<file path="config.mk">
export PLATFORM = sky130hd
export DESIGN_NAME = cssc_top
export DESIGN_NICKNAME = d
export VERILOG_FILES = /design/src/design/cssc_pkg.sv /design/src/design/cssc_top.sv
export SDC_FILE = /design/constraint.sdc
export NUM_CORES = 1
export LEC_CHECK = 0
export ABC_AREA = 1
export BUFFER_PORTS_ARGS = -buffer_cell sky130_fd_sc_hd__buf_2
export CORE_MARGIN = 2
export CORE_UTILIZATION = 31
export CTS_CLUSTER_DIAMETER = 30
export DETAILED_ROUTE_END_ITERATION = 12
export SLEW_MARGIN = 20
export SYNTH_ARGS = -nofsm -noshare
export SYNTH_HDL_FRONTEND = slang
export SYNTH_SLANG_ARGS = --single-unit
export TNS_END_PERCENT = 1
</file>
<file path="constraint.sdc">
create_clock -name mclk_in -period 5.1 [get_ports mclk_in]
set_input_delay 0.51 -clock mclk_in [delete_from_list [all_inputs] [get_ports mclk_in]]
set_output_delay 0.51 -clock mclk_in [all_outputs]
set_load 0.05 [all_outputs]
</file>
<file path="src/design/cssc_pkg.sv">
// ----------------------------------------------------------------------------
// Shared constants for the parameter-set control block
// ----------------------------------------------------------------------------
`default_nettype none
package cssc_pkg;

    // Register field widths
    localparam int unsigned CSSC_ADDR_W = 5;
    localparam int unsigned CSSC_DATA_W = 8;
    localparam int unsigned CSSC_NUM_PARAMS = 5;
    localparam int unsigned CSSC_NUM_SETS = 2;

    // Register indices on the serial bus
    localparam logic [4:0] CSSC_ADDR_CTRL = 5'h00;
    localparam logic [4:0] CSSC_ADDR_SET1_BASE = 5'h01;
    localparam logic [4:0] CSSC_ADDR_SET2_BASE = 5'h06;
    localparam logic [4:0] CSSC_ADDR_STATUS = 5'h0B;

    // Control register field positions
    localparam int unsigned CSSC_CTRL_SEL_BIT = 0;
    localparam int unsigned CSSC_CTRL_PIN_EN_BIT = 1;

    // Status register field positions
    localparam int unsigned CSSC_STAT_SEL_BIT = 0;
    localparam int unsigned CSSC_STAT_TX_BIT = 1;

    // Parameter slot order within a set
    localparam int unsigned CSSC_P_MODE = 0;
    localparam int unsigned CSSC_P_POWER = 1;
    localparam int unsigned CSSC_P_RMODE = 2;
    localparam int unsigned CSSC_P_DELAY = 3;
    localparam int unsigned CSSC_P_FREQ = 4;

    // Operating mode code meaning transmitter
    localparam logic [7:0] CSSC_MODE_TX = 8'h03;

    // Values after reset
    localparam logic CSSC_RST_SEL = 1'b0;
    localparam logic CSSC_RST_PIN_EN = 1'b0;
    localparam logic [7:0] CSSC_RST_PARAM = 8'h00;

    // Frame layout: one direction bit, address bits, data bits
    localparam logic [3:0] CSSC_ADDR_BITS = 4'h5;
    localparam logic [3:0] CSSC_DATA_BITS = 4'h8;

    // Bus frame states
    typedef enum logic [1:0] {
        CSSC_ST_IDLE = 2'b00,
        CSSC_ST_ADDR = 2'b01,
        CSSC_ST_DATA = 2'b10,
        CSSC_ST_DONE = 2'b11
    } cssc_state_t;

endpackage
`default_nettype wire

</file>
<file path="src/design/cssc_top.sv">
`timescale 1ns/100ps
`default_nettype none
module cssc_top
    import cssc_pkg::*;
(
    // Clock and reset
    input wire logic mclk_in,
    input wire logic rst_n_in,
    // Serial bus
    input wire logic sck_in,
    input wire logic si_in,
    input wire logic bus_en_n_in,
    output logic so_out,
    // Set-select pin
    input wire logic set_sel_pin_in,
    output logic set_sel_pin_out,
    output logic set_sel_pin_oe_out,
    // Active parameters
    output logic [7:0] operating_mode_out,
    output logic [7:0] output_power_out,
    output logic [7:0] receiver_mode_out,
    output logic [7:0] data_delay_out,
    output logic [7:0] carrier_frequency_out,
    output logic active_set_out
);

    // ------------------------------------------------------------------------
    // Input synchronisers
    // ------------------------------------------------------------------------
    logic [3:0] raw_in;
    logic [3:0] sync_meta;
    logic [3:0] sync_q;
    logic sck_d;

    // Bit 0 clock, 1 data, 2 enable, 3 select pin
    assign raw_in = {set_sel_pin_in, bus_en_n_in, si_in, sck_in};

    genvar gi;
    generate
        for (gi = 0; gi < 4; gi++) begin : g_sync
            // Two flops per pin; enable idles high so no false start follows reset
            always_ff @(posedge mclk_in) begin
                if (!rst_n_in) begin
                    sync_meta[gi] <= (gi == 2) ? 1'b1 : 1'b0;
                    sync_q[gi] <= (gi == 2) ? 1'b1 : 1'b0;
                end else begin
                    sync_meta[gi] <= raw_in[gi];
                    sync_q[gi] <= sync_meta[gi];
                end
            end
        end
    endgenerate

    // Delayed serial clock for edge detection; resets to the idle low level
    always_ff @(posedge mclk_in) begin
        if (!rst_n_in) begin
            sck_d <= 1'b0;
        end else begin
            sck_d <= sync_q[0];
        end
    end

    logic sck_rise;
    logic sck_fall;
    logic si_s;
    logic bus_en_n_s;
    logic pin_s;

    // Edges of the serial clock time every bit
    assign sck_rise = sync_q[0] & ~sck_d;
    assign sck_fall = ~sync_q[0] & sck_d;
    assign si_s = sync_q[1];
    assign bus_en_n_s = sync_q[2];
    assign pin_s = sync_q[3];

    // ------------------------------------------------------------------------
    // Register storage
    // ------------------------------------------------------------------------
    logic set_select_bit;
    logic pin_select_enable;
    logic [7:0] dual_parameter_sets [CSSC_NUM_SETS][CSSC_NUM_PARAMS];
    logic eff_sel;
    logic tx_mode;

    // ------------------------------------------------------------------------
    // Serial frame engine
    // ------------------------------------------------------------------------
    cssc_state_t state;
    cssc_state_t next_state;
    logic [3:0] bit_cnt;
    logic rd_flag;
    logic [4:0] addr_sr;
    logic [7:0] data_sr;
    logic [7:0] rd_sr;
    logic [7:0] rd_data;
    logic wr_strobe;
    logic [4:0] wr_addr;
    logic [7:0] wr_data;

    // Read mux for the addressed register; unmapped reads give zero
    always_comb begin
        rd_data = 8'h00;
        if (addr_sr == CSSC_ADDR_CTRL) begin
            rd_data[CSSC_CTRL_SEL_BIT] = set_select_bit;
            rd_data[CSSC_CTRL_PIN_EN_BIT] = pin_select_enable;
        end else if (addr_sr == CSSC_ADDR_STATUS) begin
            rd_data[CSSC_STAT_SEL_BIT] = eff_sel;
            rd_data[CSSC_STAT_TX_BIT] = tx_mode;
        end else begin
            for (int s = 0; s < CSSC_NUM_SETS; s++) begin
                for (int p = 0; p < CSSC_NUM_PARAMS; p++) begin
                    if (addr_sr == CSSC_ADDR_SET1_BASE + 5'(s * CSSC_NUM_PARAMS + p)) begin
                        rd_data = dual_parameter_sets[s][p];
                    end
                end
            end
        end
    end

    // Next frame state; enable high always returns to idle
    always_comb begin
        next_state = state;
        if (bus_en_n_s) begin
            next_state = CSSC_ST_IDLE;
        end else if (sck_rise) begin
            case (state)
                CSSC_ST_IDLE: next_state = CSSC_ST_ADDR;
                CSSC_ST_ADDR: begin
                    if (bit_cnt == CSSC_ADDR_BITS - 4'h1) begin
                        next_state = CSSC_ST_DATA;
                    end
                end
                CSSC_ST_DATA: begin
                    if (bit_cnt == CSSC_DATA_BITS - 4'h1) begin
                        next_state = CSSC_ST_DONE;
                    end
                end
                CSSC_ST_DONE: next_state = CSSC_ST_DONE;
                default: next_state = CSSC_ST_IDLE;
            endcase
        end
    end

    // State register
    always_ff @(posedge mclk_in) begin
        if (!rst_n_in) begin
            state <= CSSC_ST_IDLE;
        end else begin
            state <= next_state;
        end
    end

    // Bit counter, direction and shift registers on serial clock rises
    always_ff @(posedge mclk_in) begin
        if (!rst_n_in) begin
            bit_cnt <= 4'h0;
            rd_flag <= 1'b0;
            addr_sr <= 5'h00;
            data_sr <= 8'h00;
        end else if (bus_en_n_s) begin
            bit_cnt <= 4'h0;
        end else if (sck_rise) begin
            case (state)
                CSSC_ST_IDLE: begin
                    rd_flag <= si_s;
                    bit_cnt <= 4'h0;
                end
                CSSC_ST_ADDR: begin
                    addr_sr <= {addr_sr[3:0], si_s};
                    bit_cnt <= (bit_cnt == CSSC_ADDR_BITS - 4'h1) ? 4'h0 : bit_cnt + 4'h1;
                end
                CSSC_ST_DATA: begin
                    data_sr <= {data_sr[6:0], si_s};
                    bit_cnt <= bit_cnt + 4'h1;
                end
                default: bit_cnt <= bit_cnt;
            endcase
        end
    end

    // Write commits on the last data bit of a write frame under enable
    always_ff @(posedge mclk_in) begin
        if (!rst_n_in) begin
            wr_strobe <= 1'b0;
            wr_addr <= 5'h00;
            wr_data <= 8'h00;
        end else begin
            wr_strobe <= !bus_en_n_s && sck_rise && state == CSSC_ST_DATA && !rd_flag
                && bit_cnt == CSSC_DATA_BITS - 4'h1;
            wr_addr <= addr_sr;
            wr_data <= {data_sr[6:0], si_s};
        end
    end

    // Read data loads after the address and leaves on falling clock edges
    always_ff @(posedge mclk_in) begin
        if (!rst_n_in) begin
            rd_sr <= 8'h00;
            so_out <= 1'b0;
        end else if (bus_en_n_s) begin
            so_out <= 1'b0;
        end else if (state == CSSC_ST_ADDR && next_state == CSSC_ST_DATA) begin
            rd_sr <= 8'h00;
        end else if (state == CSSC_ST_DATA && rd_flag && sck_fall && bit_cnt == 4'h0
            && rd_sr == 8'h00 && so_out == 1'b0) begin
            so_out <= rd_data[7];
            rd_sr <= {rd_data[6:0], 1'b1};
        end else if (state == CSSC_ST_DATA && rd_flag && sck_fall) begin
            so_out <= rd_sr[7];
            rd_sr <= {rd_sr[6:0], 1'b0};
        end
    end

    // ------------------------------------------------------------------------
    // Configuration registers
    // ------------------------------------------------------------------------
    // Control bits written over the bus
    always_ff @(posedge mclk_in) begin
        if (!rst_n_in) begin
            set_select_bit <= CSSC_RST_SEL;
            pin_select_enable <= CSSC_RST_PIN_EN;
        end else if (wr_strobe && wr_addr == CSSC_ADDR_CTRL) begin
            set_select_bit <= wr_data[CSSC_CTRL_SEL_BIT];
            pin_select_enable <= wr_data[CSSC_CTRL_PIN_EN_BIT];
        end
    end

    // Both parameter sets
    always_ff @(posedge mclk_in) begin
        if (!rst_n_in) begin
            for (int s = 0; s < CSSC_NUM_SETS; s++) begin
                for (int p = 0; p < CSSC_NUM_PARAMS; p++) begin
                    dual_parameter_sets[s][p] <= CSSC_RST_PARAM;
                end
            end
        end else if (wr_strobe) begin
            for (int s = 0; s < CSSC_NUM_SETS; s++) begin
                for (int p = 0; p < CSSC_NUM_PARAMS; p++) begin
                    if (wr_addr == CSSC_ADDR_SET1_BASE + 5'(s * CSSC_NUM_PARAMS + p)) begin
                        dual_parameter_sets[s][p] <= wr_data;
                    end
                end
            end
        end
    end

    // ------------------------------------------------------------------------
    // Set selection and select pin
    // ------------------------------------------------------------------------
    // Pin level rules when enabled, else the select bit
    assign eff_sel = pin_select_enable ? pin_s : set_select_bit;
    assign tx_mode = (operating_mode_out == CSSC_MODE_TX);

    // Whole set is copied in one edge so no mixture is ever visible
    always_ff @(posedge mclk_in) begin
        if (!rst_n_in) begin
            active_set_out <= 1'b0;
            operating_mode_out <= CSSC_RST_PARAM;
            output_power_out <= CSSC_RST_PARAM;
            receiver_mode_out <= CSSC_RST_PARAM;
            data_delay_out <= CSSC_RST_PARAM;
            carrier_frequency_out <= CSSC_RST_PARAM;
        end else begin
            active_set_out <= eff_sel;
            operating_mode_out <= dual_parameter_sets[eff_sel][CSSC_P_MODE];
            output_power_out <= dual_parameter_sets[eff_sel][CSSC_P_POWER];
            receiver_mode_out <= dual_parameter_sets[eff_sel][CSSC_P_RMODE];
            data_delay_out <= dual_parameter_sets[eff_sel][CSSC_P_DELAY];
            carrier_frequency_out <= dual_parameter_sets[eff_sel][CSSC_P_FREQ];
        end
    end

    // Select pin drives the transmit flag while pin select is off
    always_ff @(posedge mclk_in) begin
        if (!rst_n_in) begin
            set_sel_pin_oe_out <= 1'b1;
            set_sel_pin_out <= 1'b0;
        end else begin
            set_sel_pin_oe_out <= ~pin_select_enable;
            set_sel_pin_out <= ~pin_select_enable & tx_mode;
        end
    end

endmodule
`default_nettype wire

</file>
==> results.py <==
metrics = {
    "timing": {
        "slew_viol_final": 0,
        "slew_headroom_pct": 38.7,
        "clock_skew_ns": 0.00833,
        "fin_tns_setup_ns": 0,
        "final.period_utilization_pct": 40.9,
        "final.setup.worst_slack_ns": 3.01,
        "worst_pin_slew_ns": 0.913,
        "clock.fmax_ghz": 0.479,
        "finalSetupViolCount": 0,
        "rsz0062_at_grt": "no",
        "hold_viol": 0,
        "period_needed_ns": 2.09,
    },
    "detailed_routing": {
        "met1_length_microns": 7920,
        "wl_met2_microns": 8800,
        "postRouteAntennaNets": 0,
        "dr.pass1.iters": 5,
        "met3WireLength_microns": 999,
        "routed_wirelength_microns": 18500,
        "remaining_drc_errors": 0,
        "drt_iter0_markers": 428,
        "vias_per_cell": 4.80,
        "post_drt_wl_per_cell_microns": 16.1,
        "top_layer_used": "met4",
        "via_count": 5532,
    },
    "min_path": {
        "whs_endpoint": "sync_meta[3]",
        "min_from": "set_sel_pin_in",
        "whs_path_depth": 3,
        "min_path_type": "input port to flop",
    },
    "clock_tree": {
        "cts_buffer_depth": 2,
        "clkSlewWorstSetupHoldPaths_ns": 0.07,
        "clk_latency_ns": 0.43,
        "cts_setup_buffers": 0,
        "cts_tree": "built",
        "cts_sinks": 176,
        "cts_resized": 0,
        "hold_buffers": 0,
        "cts_max_level": 4,
        "numCtsBuffers": 17,
        "root_buffer": "clkbuf_16",
    },
    "die": {
        "rows": 55,
        "die_w_microns": 156,
        "fp.dieArea_sq_um": 24400,
        "start_util_pct": 31.6,
        "io_pins": 50,
        "core_sq_um": 22700,
        "fp.dieH_microns": 156,
    },
    "grt": {
        "grt.overflow.total": 0,
        "grt_max_degree": 83,
        "track_usage_pct": 15.7,
        "grt_pass1_wl_microns": 28500,
        "first_global_vias": 5328,
        "antenna_found_initial": 0,
    },
    "synth": {
        "yosysSeqAreaShare_pct": 60.2,
        "synth_fp_nets": 816,
        "yosysMostFrequentCell": "nand2_1",
        "syn_inst": 803,
        "ys_warn_count": 0,
        "synth_top_area_cell": "edfxtp_1",
        "synth_flop_cell": "dfxtp_1",
        "ys_async_sr_fraction_pct": 0,
        "syn_area_per_cell_sq_um": 8.94,
        "synthTopCellsByArea": "edfxtp_1 33%, dfxtp_1 27%, nand2_1 7.4%, inv_1 6.1%, nor2_1 6.0%",
        "synth_area_sq_um": 7180,
        "synth_edf_count": 80,
        "netlist_top_cells_count": "142 x nand2_1, 116 x inv_1, 114 x nor2_1",
        "synth_cell_types": 36,
        "ys_ff_latch": 176,
        "synth_top_area_share_pct": 33.5,
    },
    "power": {
        "p_leak_uw": 0.00341,
        "seqPwrFrac_pct": 53.2,
        "max-vdd-ir-drop_v": 0.000175,
        "combPwrFrac_pct": 3.6,
        "p_switching_uw": 663,
        "switching_share_pct": 23.0,
        "clkPwrFrac_pct": 43.2,
        "power_density_nw_per_um2": 346,
        "internal_power_uw": 2220,
    },
    "worst_setup_path": {
        "r2r-end": "rd_sr[6]",
        "rrSetupSlack_ns": 3.04,
        "worstPathArrival_ns": 2.30,
        "cp-end-kind": "flop",
        "worstPathMaxFanout": 19,
        "rr_startpoint": "state[0]",
        "worst_ep_required_time_ns": 5.31,
        "reg2reg_depth": 11,
        "path_class": "input port to flop",
        "cp-start-kind": "input port",
    },
    "final_layout": {
        "area_growth_syn_to_layout_pct": 15.8,
        "drive_above_1_share_pct": 13.9,
        "n_fill_cell": 2320,
        "insertedDiodeCount": 0,
        "fin_nets": 868,
        "stdcell_area_sq_um": 8320,
    },
    "flow_run": {
        "cap_violations": 0,
    },
    "place": {
        "io_buffer_count": 49,
        "place_congestion": 0.870,
        "placed_cell_area_sq_um": 7730,
        "dp_hpwl_microns": 13300,
        "pre_cts_ws_ns": 2.52,
    },
    "run_status": {
        "status": "complete, no violations",
    },
}
==> layout by cell type, fill, tap and decap left out, types with 2 or more instances in the layout <==
cell type	count
o21ai_0	53
nor2_2	4
nand3_2	3
inv_1	116
clkbuf_8	2
a21oi_1	72
ha_1	7
inv_6	3
nor2_1	114
nor3_1	4
buf_2	49
dfxtp_1	96
xor2_1	2
inv_4	4
a21oi_2	5
nand3_1	16
inv_2	11
or2_2	3
o21ai_1	11
nand2_2	4
or2_0	4
nand2_1	142
clkbuf_1	2
clkinv_2	2
nand4_1	17
buf_4	2
edfxtp_1	80
nor2_4	6
nor4_1	3
clkbuf_16	18
==> metal layers <==
| metal | up-vias | track usage, % |
|---|---|---|
| li1 | 2702 | - |
| met1 | 2584 | 19.4 |
| met2 | 201 | 25.9 |
| met3 | 45 | 2.72 |
| met4 | 0 | 8.82 |
| met5 | - | 0 |
==> power by group through the flow <==
stage          Clock [uW]  Sequential, uW  Combinational (uW)
5_1_grt              1320            1530                 112
3_3_place_gp            0            1560                 103
4_1_cts              1260            1530                 105
2_1_floorplan           0            1590                40.2
6_report             1240            1530                 104
3_5_place_dp            0            1560                 104
==> flip-flops by register name (all words and copies together), names as in the netlist, 2 cells and up <==
register	flops
wr_addr	5
rd_sr	8
receiver_mode_out	8
carrier_frequency_out	8
data_delay_out	8
addr_sr	5
wr_data	8
operating_mode_out	8
output_power_out	8
sync_meta	4
state	2
bit_cnt	4
data_sr	7
dual_parameter_sets	80
==> cell families after synthesis <==
kind of cell               count (synthesis)  synth area share (%)
AOI/OAI and AO/OA                        145                  10.5
DFF                                      176                  60.2
xor gates and xnor gates                   2                 0.244
buffers and inverters                    147                  7.79
and+or+nand+nor                          325                  19.8
adders and majority gates                  7                  1.22
muxes                                      1                 0.139
==> through the flow <==
stage / hold WS, ns / utilization (%) / std cells / total power, uW
3_3_place_gp: 0.398 / 34.0 / 1120 / 1670
5_1_grt: 0.266 / 36.6 / 1153 / 2960
6_report: 0.259 / 36.6 / 1153 / 2880
2_1_floorplan: 0.390 / - / 803 / 1630
4_1_cts: 0.246 / 36.5 / 1152 / 2900
3_5_place_dp: 0.400 / 34.0 / 1120 / 1670
==> worst max path at each step <==
stage                      startpoint                    endpoint
CTS                 pin_select_enable       operating_mode_out[4]
global route                 rst_n_in  dual_parameter_sets[0][13]
floorplan                    rst_n_in  dual_parameter_sets[1][16]
detailed placement           rst_n_in  dual_parameter_sets[0][13]
finish                       rst_n_in  dual_parameter_sets[0][29]
global placement             rst_n_in  dual_parameter_sets[0][34]
==> critical path: stages <==
cell      delay (ns)
buf_2           0.09
clkinv_1        0.57
nor2_1          0.42
nand2_1         0.12
o311a_1         0.24
nor2_1          0.34
==> area by class of cell <==
cell class,count,area [sq um],area share [%]
Clock buffer,22,485,5.84
Tap cell,285,357,4.29
Timing Repair Buffer,52,288,3.46
Sequential cell,176,4320,52.0
Multi-Input combinational cell,480,2310,27.8
Clock inverter,10,72.6,0.873
Inverter,128,480,5.78
Power figures use the tool's default switching activity.
